`src/hdl/rie_params.svh`:
```
// Constants for the return instruction executor.
// What this block does
// RULE1: The interrupt return pops the return stack and loads the popped top entry into the program counter.
// RULE2: The interrupt return sets the global interrupt enable, bit 7 of the interrupt control register.
// RULE3: The interrupt return is one program word with no operands and takes two instruction cycles.
// RULE4: The literal return writes its 8-bit operand into the working register and touches no status flag.
// RULE5: The literal return also loads the program counter from the top of stack in two cycles.
// RULE6: The plain return pops the stack into the program counter with no operands and no flag change.
// RULE7: The plain return takes two instruction cycles like the other two returns.
// RULE8: In the second cycle of each return the fetched next instruction is discarded and nothing runs.
`ifndef RIE_PARAMS_SVH
`define RIE_PARAMS_SVH
`define RIE_GLB_IE_BIT      7
`define RIE_OP_RETURN       14'h0008
`define RIE_OP_RETINT       14'h0009
`define RIE_OP_LIT_MASK     14'h3C00
`define RIE_OP_LIT_CODE     14'h3400
`define RIE_ICTRL_RESET     8'h00
`define RIE_PC_RESET        13'h0000
`define RIE_W_RESET         8'h00
`endif

```
`src/hdl/rie_pkg.sv`:
```
// Types shared by the return instruction executor.
package rie_pkg;
    typedef enum logic [1:0] {
        RIE_IDLE  = 2'b01,
        RIE_FLUSH = 2'b10
    } rie_state_e;
endpackage

```
`src/hdl/rie_return_exec.sv`:
```
// Execution of the three return instructions: stack pop, working register and enable.
`include "rie_params.svh"
module rie_return_exec #(
    parameter int PC_W  = 13,
    parameter int OP_W  = 14
) (
    input  wire logic            clk,           // Core instruction clock.
    input  wire logic            nrst,          // Asynchronous reset, active low.
    input  wire logic            instr_valid,   // Fetched instruction word is valid this cycle.
    input  wire logic [OP_W-1:0] instr_word,    // Fetched instruction word.
    input  wire logic [PC_W-1:0] top_of_stack,  // Current top entry of the return stack.
    input  wire logic [7:0]      int_ctrl_in,   // Interrupt control register as held by the core.
    output logic                 stack_pop,     // One-cycle pulse popping the return stack.
    output logic                 pc_load,       // One-cycle pulse loading the program counter.
    output logic [PC_W-1:0]      pc_value,      // Address to load into the program counter.
    output logic                 w_load,        // One-cycle pulse writing the working register.
    output logic [7:0]           w_value,       // Value for the working register.
    output logic                 int_ctrl_load, // One-cycle pulse writing the interrupt control.
    output logic [7:0]           int_ctrl_value, // New interrupt control register value.
    output logic                 flush,         // High in the discarded second cycle.
    output logic                 busy           // High in the second cycle of a return, the discarded slot.
);
    logic rst_sync1_reg;
    logic rst_sync2_reg;

    // Reset release through two flip-flops so every register leaves reset together.
    always_ff @(posedge clk or negedge nrst) begin
        if (!nrst) begin
            rst_sync1_reg <= 1'b0;
            rst_sync2_reg <= 1'b0;
        end else begin
            rst_sync1_reg <= 1'b1;
            rst_sync2_reg <= rst_sync1_reg;
        end
    end

    rie_pkg::rie_state_e state_reg, state_next;
    logic            pop_reg, pop_next;
    logic            pcl_reg, pcl_next;
    logic [PC_W-1:0] pcv_reg, pcv_next;
    logic            wl_reg, wl_next;
    logic [7:0]      wv_reg, wv_next;
    logic            il_reg, il_next;
    logic [7:0]      iv_reg, iv_next;
    logic            is_ret, is_rfi, is_lit, any_ret;

    // Decode of the three return opcodes; the literal form carries k in the low byte.
    always_comb begin
        is_ret  = (instr_word == `RIE_OP_RETURN);
        is_rfi  = (instr_word == `RIE_OP_RETINT);
        is_lit  = ((instr_word & `RIE_OP_LIT_MASK) == `RIE_OP_LIT_CODE);
        any_ret = instr_valid && (is_ret || is_rfi || is_lit);
    end

    // Every effect is decoded in the first cycle and pulses, registered, in the second, where the prefetch is discarded.
    // Status flags are never touched, so no status output exists at all.
    always_comb begin
        state_next = state_reg;
        pop_next   = 1'b0;
        pcl_next   = 1'b0;
        pcv_next   = pcv_reg;
        wl_next    = 1'b0;
        wv_next    = wv_reg;
        il_next    = 1'b0;
        iv_next    = iv_reg;
        case (state_reg)
            rie_pkg::RIE_IDLE: begin
                if (any_ret) begin
                    pop_next   = 1'b1;                            // RULE1
                    pcl_next   = 1'b1;                            // RULE6
                    pcv_next   = top_of_stack;                    // RULE5
                    state_next = rie_pkg::RIE_FLUSH;              // RULE3
                    if (is_lit) begin
                        wl_next = 1'b1;                           // RULE4
                        wv_next = instr_word[7:0];                // RULE4
                    end
                    if (is_rfi) begin
                        il_next = 1'b1;                           // RULE2
                        iv_next = int_ctrl_in;
                        iv_next[`RIE_GLB_IE_BIT] = 1'b1;          // RULE2
                    end
                end
            end
            rie_pkg::RIE_FLUSH: begin
                // The fetched word is ignored here, so a return cannot chain mid-flush.
                state_next = rie_pkg::RIE_IDLE;                   // RULE7 RULE8
            end
            default: state_next = rie_pkg::RIE_IDLE;
        endcase
    end

    // Registering stage; all outputs come straight from these flip-flops.
    always_ff @(posedge clk or negedge rst_sync2_reg) begin
        if (!rst_sync2_reg) begin
            state_reg <= rie_pkg::RIE_IDLE;
            pop_reg   <= 1'b0;
            pcl_reg   <= 1'b0;
            pcv_reg   <= `RIE_PC_RESET;
            wl_reg    <= 1'b0;
            wv_reg    <= `RIE_W_RESET;
            il_reg    <= 1'b0;
            iv_reg    <= `RIE_ICTRL_RESET;
        end else begin
            state_reg <= state_next;
            pop_reg   <= pop_next;
            pcl_reg   <= pcl_next;
            pcv_reg   <= pcv_next;
            wl_reg    <= wl_next;
            wv_reg    <= wv_next;
            il_reg    <= il_next;
            iv_reg    <= iv_next;
        end
    end

    // State codes are one-hot, so flush and busy are plain bits of the state register.
    always_comb begin
        stack_pop    = pop_reg;
        pc_load      = pcl_reg;
        pc_value     = pcv_reg;
        w_load       = wl_reg;
        w_value      = wv_reg;
        int_ctrl_load  = il_reg;
        int_ctrl_value = iv_reg;
        flush        = state_reg[1];                              // RULE8
        busy         = state_reg[1];
    end
endmodule

```
`config.mk`:
```
export PLATFORM = sky130hd
export DESIGN_NAME = rie_return_exec
export DESIGN_NICKNAME = d
export VERILOG_FILES = /design/src/hdl/rie_pkg.sv /design/src/hdl/rie_return_exec.sv
export VERILOG_INCLUDE_DIRS = /design/src /design/src/hdl
export SDC_FILE = /design/constraint.sdc
export NUM_CORES = 1
export LEC_CHECK = 0
export ABC_AREA = 0
export BUFFER_PORTS_ARGS = -buffer_cell sky130_fd_sc_hd__buf_2
export CAP_MARGIN = 0
export CORE_ASPECT_RATIO = 0.6
export CORE_MARGIN = 8
export CORE_UTILIZATION = 50
export CTS_CLUSTER_SIZE = 16
export DETAILED_ROUTE_END_ITERATION = 8
export PLACE_DENSITY = 0.91
export RECOVER_POWER = 100
export SETUP_SLACK_MARGIN = 0.2
export SYNTH_ARGS = -nofsm -noshare
export SYNTH_HDL_FRONTEND = slang
export SYNTH_SLANG_ARGS = --single-unit
```
`constraint.sdc`:
```
create_clock -name clk -period 2.6 [get_ports clk]
set_input_delay 0 -clock clk [delete_from_list [all_inputs] [get_ports clk]]
set_output_delay 0 -clock clk [all_outputs]
set_load 0.03 [all_outputs]
```
==> report_table.html, run 1 <==
<table>
<tr><th>Metric</th><th>Value</th></tr>
<tr><th colspan="2">Run status</th></tr>
<tr><td>Outcome</td><td>completed</td></tr>
<tr><th colspan="2">Route</th></tr>
<tr><td>Number of iterations in the first detailed-routing pass</td><td>4</td></tr>
<tr><td>Total via count after detailed routing</td><td>1565</td></tr>
<tr><td>First DRT Iteration DRCs</td><td>80</td></tr>
<tr><td>Wire length on met2</td><td>roughly 2.2 mm</td></tr>
<tr><td>Top Metal Used</td><td>met4</td></tr>
<tr><td>Total DRC errors in the routed layout</td><td>0</td></tr>
<tr><td>Average detailed-routed wire length per instance</td><td>between 15 and 20 um</td></tr>
<tr><td>Avg Vias per Cell</td><td>5.530</td></tr>
<tr><td>Wire length reported by the detailed router</td><td>approximately 4.7 mm</td></tr>
<tr><td>Met3 routed wirelength</td><td>489 um</td></tr>
<tr><td>Routed met1 length</td><td>around 2 mm</td></tr>
<tr><td>Antenna-violating nets left</td><td>0</td></tr>
<tr><th colspan="2">GRT</th></tr>
<tr><td>Vias in the first global route</td><td>1612</td></tr>
<tr><td>GRT Resource Usage Total</td><td>0.1876</td></tr>
<tr><td>First-pass GRT wire length</td><td>7.686 mm</td></tr>
<tr><td>Global route total overflow</td><td>0</td></tr>
<tr><td>Largest net degree at the start of global routing</td><td>35</td></tr>
<tr><td>Number of antenna violations at the first check in global routing</td><td>0</td></tr>
<tr><th colspan="2">Worst setup path</th></tr>
<tr><td>Critical Path RT</td><td>2.78 ns</td></tr>
<tr><td>Data arrival time of the critical path</td><td>2.33 ns</td></tr>
<tr><td>Crit path max fanout</td><td>17</td></tr>
<tr><td>Kind of start point of the critical path</td><td>flip-flop</td></tr>
<tr><td>Reg2Reg Setup Slack</td><td>0.45 ns</td></tr>
<tr><td>Number of cells traversed by the worst register-to-register path</td><td>5</td></tr>
<tr><td>Capturing instance or port of the critical path</td><td>w_value[3]</td></tr>
<tr><td>Reg-to-reg critical path startpoint</td><td>state_reg[0]</td></tr>
<tr><td>Category of the most critical setup path</td><td>flip-flop to flip-flop</td></tr>
<tr><td>Launch point of the worst path</td><td>state_reg[0]</td></tr>
<tr><td>Worst r2r dst</td><td>w_value[3]</td></tr>
<tr><td>Endpoint kind of the worst setup timing path</td><td>flip-flop</td></tr>
<tr><th colspan="2">Worst hold path</th></tr>
<tr><td>Worst min-delay path class</td><td>primary input to asynchronous set/reset pin</td></tr>
<tr><th colspan="2">Timing</th></tr>
<tr><td>Final critical-path share of the clock period</td><td>0.8251</td></tr>
<tr><td>Max Slew Vio Count</td><td>0</td></tr>
<tr><td>Final setup violating endpoints</td><td>0</td></tr>
<tr><td>RSZ-0062 raised after global routing</td><td>no</td></tr>
<tr><td>Sum of negative setup slack</td><td>0 ns</td></tr>
<tr><td>Post-route clock skew</td><td>roughly 0.0053 ns</td></tr>
<tr><td>Worst setup margin</td><td>0.4547 ns</td></tr>
<tr><td>Transition time at the pin with the least slew margin</td><td>around 0.76 ns</td></tr>
<tr><td>Minimum clock period</td><td>2.145 ns</td></tr>
<tr><td>Worst slew margin</td><td>0.4901</td></tr>
<tr><td>Max Clock Freq</td><td>466.1 MHz</td></tr>
<tr><td>Final hold violations</td><td>0</td></tr>
<tr><th colspan="2">Placement</th></tr>
<tr><td>Post-DP HPWL</td><td>around 3.1 mm</td></tr>
<tr><td>Port-buffer cells</td><td>71</td></tr>
<tr><td>Placed instance area</td><td>2013 sq um</td></tr>
<tr><td>RD Place Congestion</td><td>0.7992</td></tr>
<tr><td>Pre-CTS setup slack</td><td>0.7298 ns</td></tr>
<tr><th colspan="2">Clocking</th></tr>
<tr><td>Setup bufs post-CTS</td><td>0</td></tr>
<tr><td>Maximum count of clock buffers along a single path</td><td>2</td></tr>
<tr><td>Post-CTS Hold Fix Bufs</td><td>29</td></tr>
<tr><td>Clock network latency to the later pin of the worst-skew pair</td><td>0.29 ns</td></tr>
<tr><td>Clock-pin slew on the worst setup and hold paths</td><td>0.07 ns</td></tr>
<tr><td>Number of buffers inserted during clock tree synthesis</td><td>5</td></tr>
<tr><td>Post-cts resize count</td><td>0</td></tr>
<tr><td>Level count of the clock H-tree</td><td>2</td></tr>
<tr><td>Root buffer selected by CTS</td><td>sky130_fd_sc_hd__clkbuf_8</td></tr>
<tr><td>TritonCTS clock tree</td><td>yes</td></tr>
<tr><td>Sinks on Clock Net</td><td>36</td></tr>
<tr><th colspan="2">Cells and area</th></tr>
<tr><td>Number of inserted diodes</td><td>0</td></tr>
<tr><td>Post-layout nets</td><td>275</td></tr>
<tr><td>Register area</td><td>between 900 and 1000 sq um</td></tr>
<tr><td>Area used by multi-input combinational logic</td><td>638.1 sq um</td></tr>
<tr><td>Largest register FFs</td><td>13</td></tr>
<tr><td>Post-layout utilization of the core</td><td>0.7385</td></tr>
<tr><td># fillers</td><td>255</td></tr>
<tr><td>Proportion of layout cells with a drive suffix above 1</td><td>0.2689</td></tr>
<tr><td>Post-Layout Inst Area</td><td>2336 sq um</td></tr>
<tr><td>Area overhead of the layout relative to synthesis</td><td>45.18%</td></tr>
<tr><th colspan="2">Floorplanning</th></tr>
<tr><td>Die ar.</td><td>between 5000 and 6000 sq um</td></tr>
<tr><td>Horizontal die dimension</td><td>89.24 um</td></tr>
<tr><td>Die Ht</td><td>59.94 um</td></tr>
<tr><td>Number of top-level design ports</td><td>73</td></tr>
<tr><td>Initial core utilization</td><td>0.5087</td></tr>
<tr><td>Area of the core region</td><td>3163 sq um</td></tr>
<tr><td>Row count</td><td>16</td></tr>
<tr><th colspan="2">Synth</th></tr>
<tr><td>Register bit total from synthesis</td><td>36</td></tr>
<tr><td>Syn Inst Count</td><td>136</td></tr>
<tr><td>Library cells used by synthesis</td><td>25</td></tr>
<tr><td>Synthesis Warnings</td><td>0</td></tr>
<tr><td>Net Count, Synth</td><td>174</td></tr>
<tr><td>Share of synthesized area occupied by flip-flops and latches</td><td>0.5607</td></tr>
<tr><td>Cell area after technology mapping</td><td>1609 sq um</td></tr>
<tr><td>Synthesized area per cell</td><td>approximately 12 sq um</td></tr>
<tr><th colspan="2">Power and ir drop</th></tr>
<tr><td>Overall power consumption</td><td>around 1.3 mW</td></tr>
<tr><td>Worst supply voltage drop on vdd</td><td>0.5876 mV</td></tr>
<tr><td>PwrDens</td><td>561.4 nW/um^2</td></tr>
<tr><td>Leakage dissipation</td><td>0.9757 nW</td></tr>
<tr><th colspan="2">Job</th></tr>
<tr><td>Count of max-cap constraint violations</td><td>0</td></tr>
</table>
==> worst min path at each step <==
stage,from,end,slack [ns]
floorplan,nrst,rst_sync1_reg,-0.30
global placement,nrst,rst_sync2_reg,-0.21
detailed placement,nrst,rst_sync2_reg,-0.21
CTS,nrst,rst_sync2_reg,0.02
global route,nrst,rst_sync1_reg,0.05
finish,nrst,rst_sync1_reg,0.03
==> kinds of logic (layout without fill, tap and decap cells) <==
kind of cell	count (synthesis)	count (layout)	synth area share
AO/OA/AOI/OAI	29	29	0.1322
multiplexers	15	15	0.1050
buffers and inverters	13	115	0.03732
flip-flops	36	36	0.5607
other	1	1	0.002331
AND/OR/NAND/NOR	42	42	0.1625
==> cell usage after synthesis <==
cell type                  number  area share
sky130_fd_sc_hd__nand2_2        1      0.0039
sky130_fd_sc_hd__nand3b_1       1      0.0047
sky130_fd_sc_hd__nand2_1        2      0.0047
sky130_fd_sc_hd__or2_2          1      0.0039
sky130_fd_sc_hd__nand3_1       13       0.040
sky130_fd_sc_hd__dfrtp_1       35        0.54
sky130_fd_sc_hd__nor2_1         3      0.0070
sky130_fd_sc_hd__nor4_2         1      0.0078
sky130_fd_sc_hd__clkbuf_1       8       0.019
sky130_fd_sc_hd__buf_2          3      0.0093
sky130_fd_sc_hd__conb_1         1      0.0023
sky130_fd_sc_hd__and2_0         1      0.0039
sky130_fd_sc_hd__buf_4          2      0.0093
sky130_fd_sc_hd__a21o_1         1      0.0047
sky130_fd_sc_hd__o211ai_1      13       0.061
sky130_fd_sc_hd__nor3_1         1      0.0031
sky130_fd_sc_hd__dfstp_2        1       0.016
sky130_fd_sc_hd__nor3_4         1       0.010
sky130_fd_sc_hd__and4b_1        1      0.0062
sky130_fd_sc_hd__and3b_1        1      0.0054
sky130_fd_sc_hd__nand4_1       13       0.051
sky130_fd_sc_hd__mux2_2        15        0.10
sky130_fd_sc_hd__nand4b_1       2       0.011
sky130_fd_sc_hd__a21oi_1        2      0.0062
sky130_fd_sc_hd__a22oi_1       13       0.061
==> per-layer routing <==
metal	track usage	vias to the layer above
met4	0.05634	0
li1	-	724
met2	0.2938	68
met3	0.07270	7
met5	0	-
met1	0.2331	766
==> worst max-delay path: stages (launching register included) <==
cell                       delay, ns
sky130_fd_sc_hd__dfstp_1        0.53
sky130_fd_sc_hd__nand3b_1       0.08
sky130_fd_sc_hd__buf_4          0.20
sky130_fd_sc_hd__nor2_1         0.35
sky130_fd_sc_hd__clkbuf_1       0.47
sky130_fd_sc_hd__mux2_2         0.39
==> power by group <==
part / internal [mW] / switching (mW)
Clock: 0.215 / 0.199
Sequential: 0.601 / 0.0227
Combinational: 0.109 / 0.165
Total: 0.925 / 0.387
==> placed cells by master, fill, tap and decap left out, drive strengths merged <==
cell type,instances
and2,1
and3b,1
a21o,1
a21oi,2
nand2,3
dlygate4sd3,29
and4b,1
nand4,13
mux2,15
nor3,2
o211ai,13
clkinvlp,1
buf,40
dfstp,1
nand3b,1
nor2,3
nand4b,2
conb,1
dfrtp,35
nor4,1
a22oi,13
or2,1
nand3,13
clkbuf,45
==> through the flow <==
| step | hold WS [ns] | instances |
|---|---|---|
| 2_1_floorplan | -0.2956 | 136 |
| 3_3_place_gp | -0.2134 | 246 |
| 3_5_place_dp | -0.2146 | 246 |
| 4_1_cts | 0.01576 | 283 |
| 5_1_grt | 0.04849 | 283 |
| 6_report | 0.03372 | 283 |
==> area by class of cell <==
cell class / count / area share
sequential: 36 / 0.3862
clock buffer: 7 / 0.03696
timing repair buffer: 107 / 0.2764
multi-input combinational: 87 / 0.2732
clock inverter: 1 / 0.003214
tap: 45 / 0.02410
Note: power is estimated with default switching activity, not from simulation.
==> run 2, diff against run 1 <==
Settings changed: CORE_UTILIZATION 50 to 42, PLACE_DENSITY 0.91 to 0.83.
Clock period 2.6 ns to 1.9 ns, I/O delays scaled along.
==> run 2 against run 1 <==
Net effect:
- register-to-register slack worse by 0.28 ns
- final area is 1.1% higher
- highest routed layer unchanged
- worst hold slack improved by 0.0017 ns
- sequential power rose by 37%
- critical path depth did not move
- clock skew about the same
- count of clock-buffer cells in the layout increased by 1
- clock power is 34% higher
- largest power group unchanged
==> report_table.html, run 2 (synthesized netlist as in run 1, its figures left out) <==
<table>
<tr><th>Metric</th><th>Value</th></tr>
<tr><th colspan="2">Floorplanning</th></tr>
<tr><td>Die Ht</td><td>63.95 um (was 59.94 um)</td></tr>
<tr><td>Area of the core region</td><td>3680 sq um (was 3163 sq um)</td></tr>
<tr><td>Horizontal die dimension</td><td>95.91 um (was 89.24 um)</td></tr>
<tr><td>Die ar.</td><td>6133 sq um (was 5349 sq um)</td></tr>
<tr><td>Row count</td><td>17 (was 16)</td></tr>
<tr><td>Number of top-level design ports</td><td>73 (unchanged)</td></tr>
<tr><td>Initial core utilization</td><td>0.4373 (was 0.5087)</td></tr>
<tr><th colspan="2">Worst setup path</th></tr>
<tr><td>Endpoint kind of the worst setup timing path</td><td>flip-flop (unchanged)</td></tr>
<tr><td>Kind of start point of the critical path</td><td>flip-flop (unchanged)</td></tr>
<tr><td>Worst r2r dst</td><td>int_ctrl_value[2] (was w_value[3])</td></tr>
<tr><td>Reg2Reg Setup Slack</td><td>0.17 ns (was 0.45 ns)</td></tr>
<tr><td>Number of cells traversed by the worst register-to-register path</td><td>5 (unchanged)</td></tr>
<tr><td>Critical Path RT</td><td>2.07 ns (was 2.78 ns)</td></tr>
<tr><td>Reg-to-reg critical path startpoint</td><td>state_reg[0] (unchanged)</td></tr>
<tr><td>Category of the most critical setup path</td><td>flip-flop to flip-flop (unchanged)</td></tr>
<tr><td>Crit path max fanout</td><td>9 (was 17)</td></tr>
<tr><td>Data arrival time of the critical path</td><td>1.90 ns (was 2.33 ns)</td></tr>
<tr><th colspan="2">Timing</th></tr>
<tr><td>Worst slew margin</td><td>0.4434 (was 0.4901)</td></tr>
<tr><td>Sum of negative setup slack</td><td>0 ns (unchanged)</td></tr>
<tr><td>Max Slew Vio Count</td><td>0 (unchanged)</td></tr>
<tr><td>Final hold violations</td><td>0 (unchanged)</td></tr>
<tr><td>Final setup violating endpoints</td><td>0 (unchanged)</td></tr>
<tr><td>Transition time at the pin with the least slew margin</td><td>0.8349 ns (was 0.7644 ns)</td></tr>
<tr><td>Post-route clock skew</td><td>0.005484 ns (was 0.005296 ns)</td></tr>
<tr><td>Worst setup margin</td><td>0.1703 ns (was 0.4547 ns)</td></tr>
<tr><td>RSZ-0062 raised after global routing</td><td>no (unchanged)</td></tr>
<tr><td>Final critical-path share of the clock period</td><td>0.9103 (was 0.8251)</td></tr>
<tr><td>Minimum clock period</td><td>1.730 ns (was 2.145 ns)</td></tr>
<tr><td>Max Clock Freq</td><td>578.1 MHz (was 466.1 MHz)</td></tr>
<tr><td>Final hold slack</td><td>0.03543 ns (was 0.03372 ns)</td></tr>
<tr><th colspan="2">Route</th></tr>
<tr><td>Antenna-violating nets left</td><td>0 (unchanged)</td></tr>
<tr><td>First DRT Iteration DRCs</td><td>97 (was 80)</td></tr>
<tr><td>Total via count after detailed routing</td><td>1561 (was 1565)</td></tr>
<tr><td>Avg Vias per Cell</td><td>5.439 (was 5.530)</td></tr>
<tr><td>Number of iterations in the first detailed-routing pass</td><td>4 (unchanged)</td></tr>
<tr><td>Wire length reported by the detailed router</td><td>4.983 mm (was 4.723 mm)</td></tr>
<tr><td>Average detailed-routed wire length per instance</td><td>17.36 um (was 16.69 um)</td></tr>
<tr><td>Total DRC errors in the routed layout</td><td>0 (unchanged)</td></tr>
<tr><th colspan="2">Clocking</th></tr>
<tr><td>Clock-pin slew on the worst setup and hold paths</td><td>0.07 ns (about the same)</td></tr>
<tr><td>Number of buffers inserted during clock tree synthesis</td><td>5 (unchanged)</td></tr>
<tr><td>Level count of the clock H-tree</td><td>2 (unchanged)</td></tr>
<tr><td>Clock network latency to the later pin of the worst-skew pair</td><td>0.29 ns (about the same)</td></tr>
<tr><td>Maximum count of clock buffers along a single path</td><td>2 (unchanged)</td></tr>
<tr><td>Sinks on Clock Net</td><td>36 (unchanged)</td></tr>
<tr><td>Root buffer selected by CTS</td><td>sky130_fd_sc_hd__clkbuf_8 (unchanged)</td></tr>
<tr><td>TritonCTS clock tree</td><td>yes (unchanged)</td></tr>
<tr><th colspan="2">Worst hold path</th></tr>
<tr><td>Worst min-delay path class</td><td>primary input to asynchronous set/reset pin (unchanged)</td></tr>
<tr><th colspan="2">GRT</th></tr>
<tr><td>Vias in the first global route</td><td>1626 (was 1612)</td></tr>
<tr><td>Largest net degree at the start of global routing</td><td>35 (unchanged)</td></tr>
<tr><td>First-pass GRT wire length</td><td>8.128 mm (was 7.686 mm)</td></tr>
<tr><td>GRT Resource Usage Total</td><td>0.1714 (was 0.1876)</td></tr>
<tr><td>Number of antenna violations at the first check in global routing</td><td>0 (unchanged)</td></tr>
<tr><td>Global route total overflow</td><td>0 (unchanged)</td></tr>
<tr><th colspan="2">Cells and area</th></tr>
<tr><td>Number of inserted diodes</td><td>0 (unchanged)</td></tr>
<tr><td>Proportion of layout cells with a drive suffix above 1</td><td>0.2875 (was 0.2689)</td></tr>
<tr><td>Largest register FFs</td><td>13 (unchanged)</td></tr>
<tr><td>Final std cells w/o fill</td><td>287 (was 283)</td></tr>
<tr><td>Post-layout nets</td><td>277 (was 275)</td></tr>
<tr><td>Most frequent standard cell in the layout excluding fill and tap cells</td><td>sky130_fd_sc_hd__clkbuf_1 (unchanged)</td></tr>
<tr><td>Most frequent cells in the layout</td><td>39 x sky130_fd_sc_hd__clkbuf_1, 34 x sky130_fd_sc_hd__buf_2, 34 x sky130_fd_sc_hd__dfrtp_1, 29 x sky130_fd_sc_hd__dlygate4sd3_1, 15 x sky130_fd_sc_hd__mux2_2 (was 39 x sky130_fd_sc_hd__clkbuf_1, 35 x sky130_fd_sc_hd__buf_2, 35 x sky130_fd_sc_hd__dfrtp_1, 29 x sky130_fd_sc_hd__dlygate4sd3_1, 15 x sky130_fd_sc_hd__mux2_2)</td></tr>
<tr><td>Post-layout utilization of the core</td><td>0.6420 (was 0.7385)</td></tr>
<tr><td>Area overhead of the layout relative to synthesis</td><td>46.81% (was 45.18%)</td></tr>
<tr><td>Post-Layout Inst Area</td><td>2362 sq um (was 2336 sq um)</td></tr>
<tr><th colspan="2">Placement</th></tr>
<tr><td>Number of placed cells counting well taps</td><td>249 (was 246)</td></tr>
<tr><td>Post-DP HPWL</td><td>3.364 mm (was 3.145 mm)</td></tr>
<tr><td>Port-buffer cells</td><td>71 (unchanged)</td></tr>
<tr><td>RD Place Congestion</td><td>0.8051 (was 0.7992)</td></tr>
<tr><td>Pre-CTS setup slack</td><td>0.2087 ns (was 0.7298 ns)</td></tr>
<tr><td>Placed instance area</td><td>2024 sq um (was 2013 sq um)</td></tr>
<tr><th colspan="2">Run status</th></tr>
<tr><td>Outcome</td><td>completed (unchanged)</td></tr>
<tr><th colspan="2">Power and ir drop</th></tr>
<tr><td>Worst supply voltage drop on vdd</td><td>0.4550 mV (was 0.5876 mV)</td></tr>
<tr><td>Leakage dissipation</td><td>0.9823 nW (was 0.9757 nW)</td></tr>
<tr><td>PwrDens</td><td>755.7 nW/um^2 (was 561.4 nW/um^2)</td></tr>
<tr><td>Overall power consumption</td><td>1.785 mW (was 1.311 mW)</td></tr>
<tr><th colspan="2">Job</th></tr>
<tr><td>Count of max-cap constraint violations</td><td>0 (unchanged)</td></tr>
</table>
[run 2: final cells by class]
class / instances / area [sq um]
fill: 323 / 1318
sequential: 36 / 903.4
timing repair buffer: 109 / 674.4
multi-input combinational: 87 / 635.6
clock buffer: 8 / 90.09
tap: 47 / 58.81
[run 2: how the worst max path moves through the flow]
stage                        startpoint           endpoint  slack [ns]  depth (start not counted)
after detailed placement   state_reg[0]  int_ctrl_value[0]        0.21                          4
final                      state_reg[0]  int_ctrl_value[2]        0.17                          5
after floorplan            state_reg[1]  int_ctrl_value[0]        0.20                          5
after global placement     state_reg[0]  int_ctrl_value[2]        0.26                          4
after CTS                 instr_word[5]  int_ctrl_value[2]        0.24                          5
after global routing       state_reg[0]  int_ctrl_value[0]        0.13                          5
[run 2: routing by layer]
metal	wire length [um]	vias up	GRT usage
met3	375	11	0.05361
met1	2036	756	0.2016
met2	2480	66	0.2836
met5	0	-	0
li1	-	728	-
met4	91	0	0.07048
[run 2: critical path: stages, from the launching register on]
cell and delay (ns):
sky130_fd_sc_hd__dfstp_2 0.53, sky130_fd_sc_hd__and3b_1 0.19, sky130_fd_sc_hd__nand2_1 0.06, sky130_fd_sc_hd__nor3_1 0.33
sky130_fd_sc_hd__buf_12 0.17, sky130_fd_sc_hd__mux2_2 0.33
[run 2: where the power goes]
| group | leakage [nW] | internal [mW] | switching [mW] |
|---|---|---|---|
| clock network | 0.0455 | 0.296 | 0.259 |
| logic | 0.520 | 0.149 | 0.227 |
| registers | 0.416 | 0.823 | 0.0326 |
| total | 0.982 | 1.27 | 0.518 |
[run 2: what timing repair did]
| item | 4_1_cts | 5_1_grt |
|---|---|---|
| pin swaps | 1 | 1 |
| buffers inserted | 0 | 1 |
| hold buffers | 29 | 0 |
| setup endpoints to repair | 1 | 7 |
| hold endpoints to repair | 30 | 0 |
| resized for setup | 0 | 0 |
| gates cloned | 0 | 0 |
